$ cat src/core/cmoc_pkg.sv
// Constants and mode encodings for the CAN operating mode controller.
package cmoc_pkg;
  // Mode request/status codes.
  localparam logic [2:0] MODE_NORMAL = 3'h0;
  localparam logic [2:0] MODE_DISABLE = 3'h1;
  localparam logic [2:0] MODE_LOOPBACK = 3'h2;
  localparam logic [2:0] MODE_LISTEN_ONLY = 3'h3;
  localparam logic [2:0] MODE_INIT = 3'h4;
  localparam logic [2:0] MODE_LISTEN_ALL = 3'h7;
  localparam logic [2:0] MODE_RESET = MODE_INIT;

  // Field positions inside the control word readback.
  localparam int REQ_LSB = 8;
  localparam int STAT_LSB = 5;
  // Wake filter enable position in the second bit timing register.
  localparam int WAKE_FILT_BIT = 14;

  // Configuration register indices.
  localparam logic [2:0] CFG_CTRL = 3'h0;
  localparam logic [2:0] CFG_BAUD_INT = 3'h1;
  localparam logic [2:0] CFG_TIMING2 = 3'h2;
  localparam logic [2:0] CFG_TIMING1 = 3'h3;
  localparam logic [2:0] CFG_FILTER = 3'h4;
  localparam logic [2:0] CFG_MASK = 3'h5;
  localparam int CFG_COUNT = 6;
  localparam logic [15:0] CFG_RESET = 16'h0000;

  // Timing, with clock at 125 MHz.
  localparam int CLK_PERIOD_NS = 8;
  localparam int BIT_TIME_NS = 2000;
  localparam int FILT_TIME_NS = 1000;
  localparam int BIT_CYCLES =
    (BIT_TIME_NS + CLK_PERIOD_NS - 1) / CLK_PERIOD_NS;
  localparam int FILT_CYCLES =
    (FILT_TIME_NS + CLK_PERIOD_NS - 1) / CLK_PERIOD_NS;
  localparam logic [3:0] IDLE_BITS = 4'hb;
  localparam int CNT_W = 12;
endpackage

$ cat src/core/cmoc_mon_if.sv
// Signals between the mode controller and its bus line monitor.
`timescale 1ns/1ns
interface cmoc_mon_if;
  logic rxPin;
  logic filterOn;
  logic loopSel;
  logic txInternal;
  logic rxLevel;
  logic busIdle;
  logic activity;
  modport mon (
    input rxPin,
    input filterOn,
    input loopSel,
    input txInternal,
    output rxLevel,
    output busIdle,
    output activity
  );
  modport ctl (
    output rxPin,
    output filterOn,
    output loopSel,
    output txInternal,
    input rxLevel,
    input busIdle,
    input activity
  );
endinterface

$ cat src/core/cmoc_mode_ctrl.sv
// Operating mode controller of the CAN module, with pin and lock logic.
// ----------------------------------------------------------------------
// ----------------------------------------------------------------------
`timescale 1ns/1ns
module cmoc_mode_ctrl (
  input wire logic clk,
  input wire logic reset,
  input wire logic [2:0] modeRequest,
  input wire logic cfgWe,
  input wire logic [2:0] cfgAddr,
  input wire logic [15:0] cfgWdata,
  output logic [15:0] cfgRdata,
  output logic cfgRefused,
  output logic [15:0] controlWord,
  input wire logic sleepMode,
  input wire logic busRxPin,
  output logic busTxOut,
  output logic busTxOe_n,
  output logic txPinOwned,
  output logic rxPinOwned,
  input wire logic coreTx,
  output logic coreRx,
  input wire logic txActive,
  input wire logic frameError,
  input wire logic txRequestSet,
  output logic txRequestFlag,
  output logic txAbortedFlag,
  input wire logic txAbortedClear,
  output logic txStart,
  output logic wakeFlag,
  input wire logic wakeClear,
  output logic txEnable,
  output logic rxEnable,
  output logic errCountClear,
  output logic errCountHold,
  output logic quietReceiver,
  output logic acceptAll,
  output logic copyAssembly
);
  cmoc_mon_if monBus ();

  logic [2:0] mode_r;
  logic [2:0] request_r;
  logic [15:0] cfgRegs_r [cmoc_pkg::CFG_COUNT];
  logic postEntryWait_r;
  logic transmit_request_flag_r;
  logic txAborted_r;
  logic wake_r;
  logic [15:0] cfgRdata_r;
  logic cfgRefused_r;
  logic busTxOut_r;
  logic busTxOe_n_r;
  logic txPinOwned_r;
  logic rxPinOwned_r;
  logic coreRx_r;
  logic txStart_r;
  logic txEnable_r;
  logic rxEnable_r;
  logic errCountClear_r;
  logic errCountHold_r;
  logic quietReceiver_r;
  logic acceptAll_r;
  logic copyAssembly_r;
  logic reqValid;
  logic changeOk;
  logic abortNow;
  logic startNow;
  logic cfgIndexOk;

  // ----------------------------------------------------------------
  // Decoding helpers
  // ----------------------------------------------------------------
  function automatic logic modeCodeValid(input logic [2:0] code);
    case (code)
      cmoc_pkg::MODE_NORMAL,
      cmoc_pkg::MODE_DISABLE,
      cmoc_pkg::MODE_LOOPBACK,
      cmoc_pkg::MODE_LISTEN_ONLY,
      cmoc_pkg::MODE_INIT,
      cmoc_pkg::MODE_LISTEN_ALL: modeCodeValid = 1'b1;
      default: modeCodeValid = 1'b0;
    endcase
  endfunction

  // Modes in which the module may drive frames.
  function automatic logic modeCanSend(input logic [2:0] code);
    modeCanSend = (code == cmoc_pkg::MODE_NORMAL) ||
                  (code == cmoc_pkg::MODE_LOOPBACK);
  endfunction

  // Modes in which the module is off the bus.
  function automatic logic modeOffline(input logic [2:0] code);
    modeOffline = (code == cmoc_pkg::MODE_INIT) ||
                  (code == cmoc_pkg::MODE_DISABLE);
  endfunction

  // ----------------------------------------------------------------
  // Bus monitor
  // ----------------------------------------------------------------
  assign monBus.rxPin = busRxPin;
  assign monBus.filterOn =
    cfgRegs_r[cmoc_pkg::CFG_TIMING2][cmoc_pkg::WAKE_FILT_BIT] &&
    (sleepMode || mode_r == cmoc_pkg::MODE_DISABLE);
  assign monBus.loopSel = (mode_r == cmoc_pkg::MODE_LOOPBACK);
  assign monBus.txInternal = coreTx;

  cmoc_bus_monitor monitor (
    .clk(clk),
    .reset(reset),
    .mon(monBus.mon)
  );

  // ----------------------------------------------------------------
  // Mode change
  // ----------------------------------------------------------------
  assign reqValid = modeCodeValid(request_r);
  // An offline module has no frame to disturb, so it changes at once.
  // Init additionally waits for any frame in flight to finish.
  always_comb begin
    changeOk = reqValid && (request_r != mode_r) &&
               (modeOffline(mode_r) || monBus.busIdle);
    if (request_r == cmoc_pkg::MODE_INIT && txActive) begin
      changeOk = 1'b0;
    end
  end

  always_ff @(posedge clk) begin
    if (reset) begin
      request_r <= cmoc_pkg::MODE_RESET;
    end else begin
      request_r <= modeRequest;
    end
  end

  always_ff @(posedge clk) begin
    if (reset) begin
      mode_r <= cmoc_pkg::MODE_RESET;
    end else if (changeOk) begin
      mode_r <= request_r;
    end
  end

  always_ff @(posedge clk) begin
    if (reset) begin
      controlWord <= 16'h0000;
    end else begin
      controlWord <= '0;
      controlWord[cmoc_pkg::REQ_LSB +: 3] <= request_r;
      controlWord[cmoc_pkg::STAT_LSB +: 3] <= mode_r;
    end
  end

  // ----------------------------------------------------------------
  // Configuration lock
  // ----------------------------------------------------------------
  assign cfgIndexOk = (cfgAddr < 3'(cmoc_pkg::CFG_COUNT));

  always_ff @(posedge clk) begin
    if (reset) begin
      for (int i = 0; i < cmoc_pkg::CFG_COUNT; i++) begin
        cfgRegs_r[i] <= cmoc_pkg::CFG_RESET;
      end
    end else if (cfgWe && cfgIndexOk && mode_r == cmoc_pkg::MODE_INIT) begin
      cfgRegs_r[cfgAddr] <= cfgWdata;
    end
  end

  always_ff @(posedge clk) begin
    if (reset) begin
      cfgRefused_r <= 1'b0;
      cfgRdata_r <= 16'h0000;
    end else begin
      cfgRefused_r <= cfgWe && (mode_r != cmoc_pkg::MODE_INIT);
      cfgRdata_r <= cfgIndexOk ? cfgRegs_r[cfgAddr] : 16'h0000;
    end
  end

  // ----------------------------------------------------------------
  // Transmit request, wait and abort
  // ----------------------------------------------------------------
  // After entry into a sending mode the first frame waits for idle.
  always_ff @(posedge clk) begin
    if (reset) begin
      postEntryWait_r <= 1'b1;
    end else if (changeOk && modeCanSend(request_r)) begin
      postEntryWait_r <= 1'b1;
    end else if (monBus.busIdle) begin
      postEntryWait_r <= 1'b0;
    end
  end

  assign abortNow = transmit_request_flag_r && postEntryWait_r && modeCanSend(mode_r) &&
                    (request_r == cmoc_pkg::MODE_DISABLE);
  assign startNow = transmit_request_flag_r && modeCanSend(mode_r) && !postEntryWait_r &&
                    !txActive && !abortNow;

  always_ff @(posedge clk) begin
    if (reset) begin
      transmit_request_flag_r <= 1'b0;
    end else if (txRequestSet) begin
      transmit_request_flag_r <= 1'b1;
    end else if (abortNow || startNow) begin
      transmit_request_flag_r <= 1'b0;
    end
  end

  // A new abort wins over a clear arriving in the same cycle.
  always_ff @(posedge clk) begin
    if (reset) begin
      txAborted_r <= 1'b0;
    end else if (abortNow) begin
      txAborted_r <= 1'b1;
    end else if (txAbortedClear) begin
      txAborted_r <= 1'b0;
    end
  end

  always_ff @(posedge clk) begin
    if (reset) begin
      txStart_r <= 1'b0;
    end else begin
      txStart_r <= startNow;
    end
  end

  // ----------------------------------------------------------------
  // Wake flag
  // ----------------------------------------------------------------
  // Wake and abort flags are never cleared by the mode logic itself.
  always_ff @(posedge clk) begin
    if (reset) begin
      wake_r <= 1'b0;
    end else if (monBus.activity && mode_r == cmoc_pkg::MODE_DISABLE) begin
      wake_r <= 1'b1;
    end else if (wakeClear) begin
      wake_r <= 1'b0;
    end
  end

  // ----------------------------------------------------------------
  // Pins and mode qualifiers
  // ----------------------------------------------------------------
  always_ff @(posedge clk) begin
    if (reset) begin
      txPinOwned_r <= 1'b0;
      rxPinOwned_r <= 1'b0;
      busTxOut_r <= 1'b1;
      busTxOe_n_r <= 1'b1;
      coreRx_r <= 1'b1;
    end else begin
      // Only normal mode drives the pin; the rest hand it to port use.
      txPinOwned_r <= (mode_r == cmoc_pkg::MODE_NORMAL);
      busTxOe_n_r <= (mode_r != cmoc_pkg::MODE_NORMAL);
      busTxOut_r <= (mode_r == cmoc_pkg::MODE_NORMAL) ? coreTx : 1'b1;
      rxPinOwned_r <= (mode_r == cmoc_pkg::MODE_NORMAL) ||
                      (mode_r == cmoc_pkg::MODE_LISTEN_ONLY) ||
                      (mode_r == cmoc_pkg::MODE_LISTEN_ALL);
      coreRx_r <= modeOffline(mode_r) ? 1'b1 : monBus.rxLevel;
    end
  end

  always_ff @(posedge clk) begin
    if (reset) begin
      txEnable_r <= 1'b0;
      rxEnable_r <= 1'b0;
      errCountClear_r <= 1'b1;
      errCountHold_r <= 1'b0;
      quietReceiver_r <= 1'b0;
      acceptAll_r <= 1'b0;
    end else begin
      txEnable_r <= modeCanSend(mode_r);
      rxEnable_r <= !modeOffline(mode_r);
      errCountClear_r <= (mode_r == cmoc_pkg::MODE_INIT);
      errCountHold_r <= (mode_r == cmoc_pkg::MODE_DISABLE) ||
                        (mode_r == cmoc_pkg::MODE_LISTEN_ONLY);
      quietReceiver_r <= (mode_r == cmoc_pkg::MODE_LISTEN_ONLY) ||
                         (mode_r == cmoc_pkg::MODE_LISTEN_ALL);
      acceptAll_r <= (mode_r == cmoc_pkg::MODE_LISTEN_ALL);
    end
  end

  always_ff @(posedge clk) begin
    if (reset) begin
      copyAssembly_r <= 1'b0;
    end else begin
      copyAssembly_r <= frameError &&
                        (mode_r == cmoc_pkg::MODE_LISTEN_ALL);
    end
  end

  assign cfgRdata = cfgRdata_r;
  assign cfgRefused = cfgRefused_r;
  assign busTxOut = busTxOut_r;
  assign busTxOe_n = busTxOe_n_r;
  assign txPinOwned = txPinOwned_r;
  assign rxPinOwned = rxPinOwned_r;
  assign coreRx = coreRx_r;
  assign txRequestFlag = transmit_request_flag_r;
  assign txAbortedFlag = txAborted_r;
  assign txStart = txStart_r;
  assign wakeFlag = wake_r;
  assign txEnable = txEnable_r;
  assign rxEnable = rxEnable_r;
  assign errCountClear = errCountClear_r;
  assign errCountHold = errCountHold_r;
  assign quietReceiver = quietReceiver_r;
  assign acceptAll = acceptAll_r;
  assign copyAssembly = copyAssembly_r;
endmodule

$ cat src/core/cmoc_bus_monitor.sv
// Receive line synchroniser, wake filter and bus idle detector.
`timescale 1ns/1ns
module cmoc_bus_monitor (
  input wire logic clk,
  input wire logic reset,
  cmoc_mon_if.mon mon
);
  logic sync1_r;
  logic sync2_r;
  logic sync3_r;
  logic pinLevel_r;
  logic filtered_r;
  logic prevLevel_r;
  logic busIdle_r;
  logic activity_r;
  logic [cmoc_pkg::CNT_W-1:0] filtCnt_r;
  logic [cmoc_pkg::CNT_W-1:0] bitCnt_r;
  logic [3:0] recBits_r;
  logic lineLevel;

  // ----------------------------------------------------------------
  // Synchroniser
  // ----------------------------------------------------------------
  always_ff @(posedge clk) begin
    if (reset) begin
      sync1_r <= 1'b1;
      sync2_r <= 1'b1;
      sync3_r <= 1'b1;
      pinLevel_r <= 1'b1;
    end else begin
      sync1_r <= mon.rxPin;
      sync2_r <= sync1_r;
      sync3_r <= sync2_r;
      if (sync2_r == sync3_r) begin
        pinLevel_r <= sync3_r;
      end
    end
  end

  // ----------------------------------------------------------------
  // Wake filter
  // ----------------------------------------------------------------
  // Glitches shorter than the filter time never reach the wake logic.
  always_ff @(posedge clk) begin
    if (reset) begin
      filtered_r <= 1'b1;
      filtCnt_r <= '0;
    end else if (!mon.filterOn) begin
      filtered_r <= pinLevel_r;
      filtCnt_r <= '0;
    end else if (pinLevel_r == filtered_r) begin
      filtCnt_r <= '0;
    end else if (filtCnt_r ==
                 cmoc_pkg::CNT_W'(cmoc_pkg::FILT_CYCLES - 1)) begin
      filtered_r <= pinLevel_r;
      filtCnt_r <= '0;
    end else begin
      filtCnt_r <= filtCnt_r + 1'b1;
    end
  end

  // Loopback takes the internal transmit signal at the boundary.
  assign lineLevel = mon.loopSel ? mon.txInternal : filtered_r;

  // ----------------------------------------------------------------
  // Idle detector
  // ----------------------------------------------------------------
  always_ff @(posedge clk) begin
    if (reset || !lineLevel) begin
      bitCnt_r <= '0;
      recBits_r <= '0;
    end else if (bitCnt_r == cmoc_pkg::CNT_W'(cmoc_pkg::BIT_CYCLES - 1)) begin
      bitCnt_r <= '0;
      if (recBits_r != cmoc_pkg::IDLE_BITS) begin
        recBits_r <= recBits_r + 1'b1;
      end
    end else begin
      bitCnt_r <= bitCnt_r + 1'b1;
    end
  end

  always_ff @(posedge clk) begin
    if (reset) begin
      busIdle_r <= 1'b0;
      prevLevel_r <= 1'b1;
      activity_r <= 1'b0;
    end else begin
      busIdle_r <= lineLevel && (recBits_r == cmoc_pkg::IDLE_BITS);
      prevLevel_r <= lineLevel;
      activity_r <= prevLevel_r && !lineLevel;
    end
  end

  assign mon.rxLevel = lineLevel;
  assign mon.busIdle = busIdle_r;
  assign mon.activity = activity_r;
endmodule

$ cat config.mk
export PLATFORM = sky130hd
export DESIGN_NAME = cmoc_mode_ctrl
export DESIGN_NICKNAME = d
export VERILOG_FILES = /design/src/core/cmoc_pkg.sv /design/src/core/cmoc_mon_if.sv /design/src/core/cmoc_mode_ctrl.sv /design/src/core/cmoc_bus_monitor.sv
export SDC_FILE = /design/constraint.sdc
export NUM_CORES = 1
export LEC_CHECK = 0
export BUFFER_PORTS_ARGS = -buffer_cell sky130_fd_sc_hd__buf_2
export CAP_MARGIN = 20
export CORE_UTILIZATION = 35
export DETAILED_ROUTE_END_ITERATION = 12
export GPL_TIMING_DRIVEN = 0
export HOLD_SLACK_MARGIN = 0.08
export PLACE_DENSITY = 0.61
export SKIP_LAST_GASP = 1
export SLEW_MARGIN = 20
export SYNTH_ARGS = -nofsm -noshare
export SYNTH_HDL_FRONTEND = slang
export SYNTH_HIERARCHICAL = 1
export SYNTH_SLANG_ARGS = --single-unit
$ cat constraint.sdc
create_clock -name clk -period 2.68 [get_ports clk]
set_input_delay 0.268 -clock clk [delete_from_list [all_inputs] [get_ports clk]]
set_output_delay 0.268 -clock clk [all_outputs]
set_load 0.05 [all_outputs]
==> results of run 1 <==
layout by cell type, fill, tap and decap left out, types with 10 or more instances in the layout:
| master | instances |
|---|---|
| and2_1 | 99 |
| edfxtp_1 | 96 |
| dfxtp_1 | 82 |
| buf_2 | 79 |
| nor2_1 | 64 |
| inv_1 | 18 |
| clkbuf_16 | 18 |
| xnor2_1 | 17 |
| mux4_2 | 16 |
| mux2_2 | 16 |
| a22oi_1 | 16 |
| buf_4 | 13 |
| clkbuf_1 | 12 |
| conb_1 | 10 |
state kept, by name, indices dropped and copies added (netlist names), 3 cells and up:
register,count
monitor/filtCnt_r,12
request_r,3
mode_r,3
controlWord,6
cfgRegs_r,96
monitor/bitCnt_r,12
cfgRdata,16
monitor/recBits_r,4
per-layer routing:
layer,vias to the layer above,track usage [%],part of all wire [%]
li1,2248,-,-
met1,2213,20.4,46
met2,107,23.6,47
met3,22,3.52,5.0
met4,0,7.11,2.6
met5,-,0,0
power by group through the flow:
stage               clock network [mW]  logic, mW  registers [mW]
detailed placement                   0      0.644            3.11
global route                      2.65      0.694            3.06
global placement                     0      0.621            3.11
finish                            2.48      0.645            3.05
CTS                               2.53      0.655            3.05
floorplan                            0      0.325            3.22
path summary, 6_finish.rpt:
path / startpoint / to / slack [ns] / cells past startpoint
setup / recovery: cfgAddr[2] / cfgRegs_r[4][3] / 0.23 / 7
hold / removal: cfgWe / cfgRefused / 0.10 / 3
setup reg to reg: mode_r[2] / monitor/bitCnt_r[10] / 0.49 / 9
hold reg to reg: monitor/sync1_r / monitor/sync2_r / 0.41 / 1
critical path, cell delays in order:
cell and delay, ns:
buf_2 0.15, clkinv_1 0.35, nor2_2 0.56, buf_2 0.38
nand2_1 0.11, o21bai_2 0.52, buf_8 0.23
cells in the mapped netlist (7+ instances only):
master | count | share of area [%]
and2_1 | 99 | 8.3
edfxtp_1 | 96 | 39
dfxtp_1 | 82 | 22
nor2_1 | 64 | 3.2
inv_1 | 18 | 0.91
xnor2_1 | 17 | 2.0
a22oi_1 | 16 | 1.6
mux2_2 | 16 | 2.4
mux4_2 | 16 | 4.8
buf_4 | 13 | 1.3
a21oi_1 | 9 | 0.60
nor2b_1 | 9 | 0.76
nor3_1 | 9 | 0.60
buf_2 | 8 | 0.54
clkbuf_1 | 8 | 0.40
ha_1 | 8 | 1.3
nand2_1 | 8 | 0.40
nand3_1 | 8 | 0.54
o21bai_1 | 8 | 0.81
nand4_1 | 7 | 0.59
xor2_1 | 7 | 0.82
cell families (layout without fill, tap and decap cells):
family	count (synthesis)	in the layout
AND/OR/NAND/NOR	240	240
flip-flops	178	178
buffers and inverters	54	169
AO/OA/AOI/OAI	45	45
multiplexers	36	36
XOR/XNOR	24	24
adder cells (fa/ha/maj)	8	8
other	1	12
through the flow:
step           utilization, %  hold slack [ns]  setup WS [ns]  cells
6_report                 42.6            0.102          0.231    987
5_1_grt                  42.6           0.0820         0.0819    986
4_1_cts                  42.6           0.0825          0.161    985
3_5_place_dp             39.5            0.395         -0.287    946
3_3_place_gp             39.1            0.397          -1.03    941
2_1_floorplan               -            0.369          0.467    595
timing repair:
item                      in CTS  in global routing
hold buffers                   7                  0
resized for setup              0                  0
hold endpoints to repair       7                  0
area by class of cell:
class,count,area [sq um]
well taps,275,344
inverters,19,71.3
clock inverters,7,100
flip-flops and latches,178,4520
repair buffers,83,497
clock buffers,25,483
multi-input cells,363,2690
plain buffers,35,223
fillers,1992,12000
diodes,2,5.00
==> reports/results.ini, run 1 <==
[outcome]
outcome = finished, final reports clean

[route]
vias_per_cell = 4.65
drt_iter0_drc = 327
vias = 4590
first_pass_iters = 4
ant_nets = 0
drt-total-wl_mm = 15.8
drc_errors = 0
wire_per_inst_microns = 16.1

[floorplan]
coreArea_sq_um = 21000
fp-row-count = 53
start_util_pct = 35.6
fp.dieH_microns = 148
ios = 82
chipWidth_microns = 148
dieArea_sq_um = 21900

[critical_path]
critPathLaunchType = input pin
critPathKind = input pin to register
worstPathMaxFanout = 10
crit_required_ns = 2.81
cp-end-kind = register
arrival_ns = 2.58

[pwr]
power_frac_seq_pct = 49.3
cellLeakagePower_nw = 3.48
pwr-share-comb_pct = 10.5
switching_share_pct = 24.1
pwr-share-clk_pct = 40.2
net-switching-power_mw = 1.49
ir_drop_uv = 397
p_int_mw = 4.69
cellPowerDensity_nw_per_um2 = 691
finalPower_mw = 6.17

[place]
buffer_ports.inserted = 71
gp_congestion = 0.781
dp_hpwl_mm = 10.8
placed_cell_area_sq_um = 8280

[timing]
relSlewSlack_pct = 50.2
rsz0062_at_grt = no
hold_viol = 0
worstMarginPinSlew_ns = 0.747
setup-tns-final_ns = 0
setup_viol = 0
max_freq_mhz = 408
maxSlewViolCount = 0
fin_crit_ns = 2.45
finClkSkew_ns = 0.00839
finalCritPeriodShare_pct = 91.4

[clock_network]
clk_path_buf_depth = 2
cts_root_buf = clkbuf_16
worstSkewPairLatency_ns = 0.43
postCtsSetupBuffers = 0
cts.reportedPaths.clkPinSlew_ns = 0.07
ctsHtreeMaxLevel = 4
cts_sinks = 178
tritoncts = yes
cts_buffers = 17

[global_routing]
grt_max_degree = 17
grt_overflow = 0
antenna_found_initial = 2
grt_pass1_vias = 4485
grt_pass1_wl_mm = 24.8
grtUsageTotal_pct = 15.3

[synth]
synth_top_family_by_area = simple AND/OR/NAND/NOR gates
yosysUniqueCellTypes = 57
synth-main-ff-cell = edfxtp_1
synth-seq-cells = 178
synth_cells = 586
synth_async_sr_flop_share_pct = 0
synthMuxAreaShare_pct = 7.82
synth_compound_area_share_pct = 4.60
synth_edf_count = 96
syn_avg_cell_area_sq_um = 12.7
synth-warning-count = 6
synth_xor_area_share_pct = 2.82
synth_fa_ha_area_share_pct = 1.34
syn_area_sq_um = 7450
synth-simple-area-share_pct = 18.7
seq_area_frac_synth_pct = 60.7

[final_layout]
fin_area_sq_um = 8930
final_nets = 738
drive_gt1_share_pct = 26.9
area_growth_pct = 19.9

[hold_path]
worstHoldPathType = input pin to register

[flow_run]
cap_violations = 0

Power figures use the tool's default switching activity.
==> run 2, diff against run 1 <==
--- a/config.mk
+++ b/config.mk
@@ -5,8 +5,10 @@
 export SDC_FILE = /design/constraint.sdc
 export NUM_CORES = 1
 export LEC_CHECK = 0
+export ABC_AREA = 1
 export BUFFER_PORTS_ARGS = -buffer_cell sky130_fd_sc_hd__buf_2
 export CAP_MARGIN = 20
+export CORE_ASPECT_RATIO = 0.7
 export CORE_UTILIZATION = 35
 export DETAILED_ROUTE_END_ITERATION = 12
 export GPL_TIMING_DRIVEN = 0
==> run 2 against run 1 <==
Net effect:
- final area is 18% higher
- flip-flop and latch count is 32 higher
- clock skew is 0.014 ns higher
- critical path depth is 2 higher
- die area is 18% higher
- maximum frequency is 2.4% higher
- first-iteration DRC count is 81% higher
- highest routed layer unchanged
==> reports/results.ini, run 2 <==
[global_routing]
grtUsageTotal_pct = 16.8  ; +1.5 points
antenna_found_initial = 0  ; -2
grt_overflow = 0  ; unchanged
grt_pass1_wl_mm = 33.2  ; +34%
grt_pass1_vias = 5885  ; +31%
grt_max_degree = 17  ; unchanged

[synth]
synth_async_sr_flop_share_pct = 0  ; unchanged
synth_cells = 890  ; +52%
syn_area_sq_um = 8790  ; +18%
yosysUniqueCellTypes = 37  ; -35%
netlist_top_cells_count = 249 x nor2_1, 128 x edfxtp_1, 87 x nand2_1
yosysMostFrequentCell = nor2_1
syn_avg_cell_area_sq_um = 9.87  ; -22%
yosys.area.top_type = edfxtp_1
synth-seq-cells = 210  ; +18%
synth_area_leaders = edfxtp_1 44%, dfxtp_1 19%, nor2_1 11%
synth_edf_count = 128  ; +33%
seq_area_frac_synth_pct = 62.4  ; +1.7 points
synth-main-ff-cell = edfxtp_1
synth_top_area_share_pct = 43.7  ; +5.1 points
synth-warning-count = 6  ; unchanged

[timing]
finClkSkew_ns = 0.0226  ; +0.0142 ns
rsz0062_at_grt = no
worstMarginPinSlew_ns = 0.800  ; +0.0537 ns
hold_ws_ns = 0.108  ; +0.00560 ns
hold_viol = 0  ; unchanged
max_freq_mhz = 418  ; +2.4%
finalCritPeriodShare_pct = 89.3  ; -2.1 points
relSlewSlack_pct = 46.6  ; -3.6 points
setup-tns-final_ns = 0  ; unchanged
setup_viol = 0  ; unchanged
maxSlewViolCount = 0  ; unchanged
fin_crit_ns = 2.39  ; -0.0563 ns

[route]
drc_errors = 0  ; unchanged
wire_per_inst_microns = 15.6  ; -2.7%
vias = 6404  ; +40%
first_pass_iters = 5  ; +1
ant_nets = 0  ; unchanged
vias_per_cell = 4.65  ; about the same
drt_iter0_drc = 593  ; +81%
drt-total-wl_mm = 21.5  ; +36%

[place]
gp_congestion = 0.831  ; +6.3%
dp_hpwl_mm = 14.5  ; +34%
buffer_ports.inserted = 69  ; -2.8%

[clock_network]
cts_sinks = 210  ; +18%
tritoncts = yes
clk_path_buf_depth = 3  ; +1
ctsHtreeMaxLevel = 1  ; -3
cts.reportedPaths.clkPinSlew_ns = 0.06  ; about the same
cts_root_buf = clkbuf_16
worstSkewPairLatency_ns = 0.52  ; +0.09 ns
cts_buffers = 22  ; +5
postCtsSetupBuffers = 0  ; unchanged

[flow_run]
cap_violations = 0  ; unchanged

[hold_path]
worstHoldPathType = input pin to register

[final_layout]
drive_gt1_share_pct = 16.1  ; -11 points
largest_reg_flops = 128  ; +33%
regArea_sq_um = 5490  ; +21%
top_register = cfgRegs_r
final_cell_mix = 249 x nor2_1, 128 x edfxtp_1, 83 x buf_2, 82 x nand2_1, 82 x dfxtp_1
final_common_cell = nor2_1
area_growth_pct = 20.1
final_nets = 1079  ; +46%
num-fill-cells = 2419  ; +21%
multi_input_area_sq_um = 2900  ; +8.1%
antenna_cells = 0  ; -2

[floorplan]
ios = 82  ; unchanged
chipWidth_microns = 191  ; +29%
fp-row-count = 48  ; -9.4%
dieArea_sq_um = 25800  ; +18%
coreArea_sq_um = 24600  ; +18%
fp.dieH_microns = 135  ; -9.0%
start_util_pct = 35.7  ; +0.11 points

[pwr]
cellLeakagePower_nw = 4.33  ; +24%
cellPowerDensity_nw_per_um2 = 723  ; +4.7%
ir_drop_uv = 434  ; +9.3%

[critical_path]
crit_required_ns = 2.82  ; about the same
cp-end-kind = register
critPathLaunchType = register
arrival_ns = 2.53  ; -0.05 ns
worstPathMaxFanout = 16  ; +6
critPathKind = register to register

[outcome]
outcome = finished, final reports clean

## run 2: changes by cell type after synthesis, moves of 11 or more
cell,previous run,this run
o21ai_0,2,73
nor2_1,64,249
xnor2_1,17,6
o211ai_1,0,17
mux4_2,16,0
nand2_1,8,87
a22oi_1,16,0
nand3_1,8,27
edfxtp_1,96,128
and2_1,99,0
o22ai_1,0,16
mux2_2,16,0
inv_1,18,74
## run 2: per-layer routing
layer | share of wire, % | vias up | wire length (microns) | global-route usage, %
li1 | - | 3182 | - | -
met3 | 7.9 | 26 | 1700 | 3.46
met4 | 1.5 | 0 | 325 | 3.53
met5 | 0 | - | 0 | 0
met2 | 41 | 219 | 8750 | 23.9
met1 | 50 | 2977 | 10700 | 26.2
## run 2: final timing paths
check,from,slack [ns],end,depth (start not counted)
max,mode_r[2],0.29,cfgRegs_r[4][14],9
min,cfgWdata[13],0.11,cfgRegs_r[4][13],3
max reg2reg,mode_r[2],0.29,cfgRegs_r[4][14],9
min reg2reg,monitor/sync1_r,0.41,monitor/sync2_r,1
## run 2: area by class of cell
class                           count  area share [%]
Sequential cell                   210            52.0
Multi-Input combinational cell    596            27.5
Clock buffer                       32            5.95
Timing Repair Buffer               83            4.60
Tap cell                          325            3.85
Inverter                           77            2.74
Buffer                             48            2.70
Clock inverter                      7           0.640
## run 2: power by group
group / switching, mW / internal [mW]
clock: 1.26 / 1.72
combinational: 0.712 / 0.241
sequential: 0.0606 / 3.63
total: 2.04 / 5.59
## run 2: metrics by stage
step / setup WS, ns / std cells / util [%] / area, sq um / total power, mW
floorplan: 0.202 / 931 / - / 8940 / 4.41
global placement: -1.54 / 1325 / 39.4 / 9690 / 4.68
detailed placement: -0.145 / 1325 / 39.4 / 9700 / 4.69
CTS: 0.0314 / 1378 / 42.8 / 10500 / 7.70
global route: 0.147 / 1378 / 42.9 / 10600 / 7.92
finish: 0.288 / 1378 / 42.9 / 10600 / 7.63
## run 2: kinds of logic (layout without fill, tap and decap cells)
family | after synthesis | count (layout) | synth area share (%)
buf+inv | 125 | 247 | 6.54
flops | 210 | 210 | 62.4
simple gates | 405 | 405 | 20.1
compound gates | 125 | 125 | 8.19
xor+xnor | 16 | 16 | 1.59
fa+ha+maj | 8 | 8 | 1.14
other cells | 1 | 42 | 0.0427
## run 2: worst max-delay path: stages, from the launching register on
cell and delay, ns:
dfxtp_1 0.30, buf_2 0.18, nand2_1 0.16, nor2_2 0.19, nand2_1 0.08, inv_2 0.09, buf_6 0.18, nand3_4 0.18
buf_6 0.22, nand2_2 0.40
## run 2: what timing repair did
action                                  in CTS  in global routing
hold buffers                                14                  0
endpoints found under the setup margin      20                 34
gates resized for setup                      2                  3
gates cloned                                 0                  0
endpoints found under the hold margin       14                  0
==> run 3, diff against run 2 <==
--- a/config.mk
+++ b/config.mk
@@ -9,11 +9,12 @@
 export BUFFER_PORTS_ARGS = -buffer_cell sky130_fd_sc_hd__buf_2
 export CAP_MARGIN = 20
 export CORE_ASPECT_RATIO = 0.7
-export CORE_UTILIZATION = 35
+export CORE_MARGIN = 3
+export CORE_UTILIZATION = 59
 export DETAILED_ROUTE_END_ITERATION = 12
 export GPL_TIMING_DRIVEN = 0
 export HOLD_SLACK_MARGIN = 0.08
-export PLACE_DENSITY = 0.61
+export PLACE_DENSITY = 0.88
 export SKIP_LAST_GASP = 1
 export SLEW_MARGIN = 20
 export SYNTH_ARGS = -nofsm -noshare
==> run 3 against run 2 <==
Net effect:
- critical path depth did not move
- core utilization rose by 30 points
- worst hold slack improved by 0.014 ns
- maximum frequency fell by 7.2%
- sequential power barely moved
- register-to-register slack got worse by 0.19 ns
- count of clock-buffer cells in the layout fell by 3
- power fell by 3.5%
- first-iteration DRC count rose by 51%
- combinational power fell by 0.4%
- sequential share of layout area rose by 1.2 points
- clock skew barely moved
- critical endpoint is now cfgRegs_r[3][3]
==> reports/results.ini, run 3 (same netlist as run 2, synthesis figures left out) <==
[pwr]
net-switching-power_mw = 1.95  ; -4.3%
cellPowerDensity_nw_per_um2 = 714  ; -1.2%
cellLeakagePower_nw = 4.30  ; -0.58%
switching_share_pct = 26.5  ; -0.21 points
p_int_mw = 5.41  ; -3.2%
ir_drop_uv = 431  ; -0.73%
pwr-share-clk_pct = 36.9  ; -2.2 points
finalPower_mw = 7.36  ; -3.5%
power_frac_seq_pct = 50.2  ; +1.8 points
pwr-share-comb_pct = 12.9  ; +0.4 points

[hold_path]
whs_path_depth = 3  ; unchanged
hold_path.startpoint = cfgWdata[6]
worstHoldPathType = input pin to register
hold_end = cfgRegs_r[4][6]

[critical_path]
cp-end-kind = register
critPathKind = register to register
crit_required_ns = 2.79  ; -0.03 ns
arrival_ns = 2.69  ; +0.16 ns
rr_endpoint = cfgRegs_r[3][3]
critPathLaunchType = register
critical-path-slowest-cell = nand2_1
r2r_cells = 9  ; unchanged
critPathMostFrequentCell = nand2_1
rrSetupSlack_ns = 0.10  ; -0.19 ns
critPathMaxStageDelay_ns = 0.61  ; +0.21 ns
regToRegStartpoint = mode_r[1]
path_cells = nor2_2, nand2_1, nor2_2, nand2_1, inv_2, buf_6, nand3_4, buf_6, nand2_1
worstPathMaxFanout = 16  ; unchanged
cp_top_family = simple AND/OR/NAND/NOR gates
path_buf_inv = 3  ; -1

[floorplan]
start_util_pct = 61.7  ; +26 points
fp-row-count = 36  ; -25%
fp.dieH_microns = 108  ; -20%
dieArea_sq_um = 16400  ; -36%
coreArea_sq_um = 14200  ; -42%
ios = 82  ; unchanged
chipWidth_microns = 152  ; -21%

[route]
drc_errors = 0  ; unchanged
first_pass_iters = 6  ; +1
vias_per_cell = 5.48  ; +18%
vias = 6796  ; +6.1%
ant_nets = 0  ; unchanged
drt_iter0_drc = 898  ; +51%
drt-total-wl_mm = 21.1  ; -1.9%
wire_per_inst_microns = 17.0  ; +8.9%

[place]
placed_cell_area_sq_um = 9540  ; -1.7%
gp_congestion = 0.877  ; +5.6%
buffer_ports.inserted = 69  ; unchanged
dp_hpwl_mm = 14.0  ; -3.5%
place_ws_ns = -0.0367  ; +0.109 ns

[final_layout]
utilization_pct = 72.4  ; +30 points
top_register = cfgRegs_r
num-fill-cells = 989  ; -59%
regArea_sq_um = 5490  ; unchanged
drive_gt1_share_pct = 15.8  ; -0.35 points
multi_input_area_sq_um = 2890  ; -0.52%
area_growth_pct = 17.3
fin_area_sq_um = 10300  ; -2.3%
final_common_cell = nor2_1
final_nets = 1078  ; -0.093%
final_cell_mix = 249 x nor2_1, 128 x edfxtp_1, 85 x nand2_1, 83 x buf_2, 82 x dfxtp_1
largest_reg_flops = 128  ; unchanged
antenna_cells = 0  ; unchanged

[timing]
fin_crit_ns = 2.58  ; +0.185 ns
setup-tns-final_ns = 0  ; unchanged
finalCritPeriodShare_pct = 96.2  ; +6.9 points
maxSlewViolCount = 0  ; unchanged
layout_setup_ws_ns = 0.102  ; -0.185 ns
rsz0062_at_grt = no
hold_viol = 0  ; unchanged
finClkSkew_ns = 0.0224  ; -0.000162 ns
relSlewSlack_pct = 44.5  ; -2.1 points
max_freq_mhz = 388  ; -7.2%
setup_viol = 0  ; unchanged
worstMarginPinSlew_ns = 0.830  ; +0.0298 ns

[outcome]
outcome = finished, final reports clean

[clock_network]
cts_sinks = 210  ; unchanged
clk_path_buf_depth = 3  ; unchanged
tritoncts = yes
cts_root_buf = clkbuf_16
postCtsSetupBuffers = 0  ; unchanged
cts.reportedPaths.clkPinSlew_ns = 0.06  ; about the same
ctsHtreeMaxLevel = 1  ; unchanged
cts_buffers = 20  ; -9.1%
worstSkewPairLatency_ns = 0.50  ; -0.02 ns

[global_routing]
antenna_found_initial = 0  ; unchanged
grtUsageTotal_pct = 25.6  ; +8.8 points
grt_max_degree = 17  ; unchanged
grt_overflow = 0  ; unchanged
grt_pass1_vias = 6809  ; +16%
grt_pass1_wl_mm = 33.7  ; +1.6%

[flow_run]
cap_violations = 0  ; unchanged

==> run 3: stage by stage <==
step / cells / hold WS, ns
after floorplan: 931 / 0.364
final: 1241 / 0.122
after global placement: 1190 / 0.391
after detailed placement: 1191 / 0.394
after CTS: 1241 / 0.121
after global routing: 1241 / 0.134
==> run 3: worst max path at each step <==
| stage | start | to | slack (ns) | depth (start not counted) |
|---|---|---|---|---|
| 3_5_place_dp | reset | cfgRegs_r[4][8] | -0.04 | 9 |
| 5_1_grt | mode_r[1] | cfgRegs_r[3][8] | 0.005 | 9 |
| 6_report | mode_r[1] | cfgRegs_r[3][3] | 0.10 | 9 |
| 3_3_place_gp | cfgAddr[0] | cfgRegs_r[5][14] | -1.14 | 5 |
| 4_1_cts | mode_r[1] | cfgRegs_r[0][3] | 0.11 | 8 |
| 2_1_floorplan | cfgAddr[1] | cfgRegs_r[5][0] | 0.20 | 5 |
==> run 3: final cells by class <==
type | count | share of cell area, %
clock buffers | 29 | 5.78
plain buffers | 48 | 2.77
well taps | 190 | 2.31
multi-input cells | 596 | 28.0
repair buffers | 84 | 4.82
flip-flops and latches | 210 | 53.2
inverters | 77 | 2.80
clock inverters | 7 | 0.291
==> run 3: per-layer routing <==
metal	routed length, microns	GRT usage [%]
met1	8560	34.4
met2	9550	41.6
met3	2330	5.76
met4	674	9.69
met5	0	0
==> run 3: repair_timing <==
item | in CTS | in global routing
setup endpoints to repair | 0 | 25
endpoints found under the hold margin | 14 | 0
hold buffers | 14 | 0
resized for setup | 0 | 2
==> run 3: worst min-delay path, cell delays in order <==
cell    delay [ns]
buf_2         0.11
inv_1         0.04
nor2_1        0.08
==> run 3: power by group through the flow <==
stage	combinational (mW)	sequential, mW	clock (mW)
floorplan	0.479	3.93	0
global placement	0.882	3.75	0
detailed placement	0.911	3.76	0
CTS	0.936	3.70	2.72
global route	1.03	3.71	2.86
finish	0.949	3.70	2.72
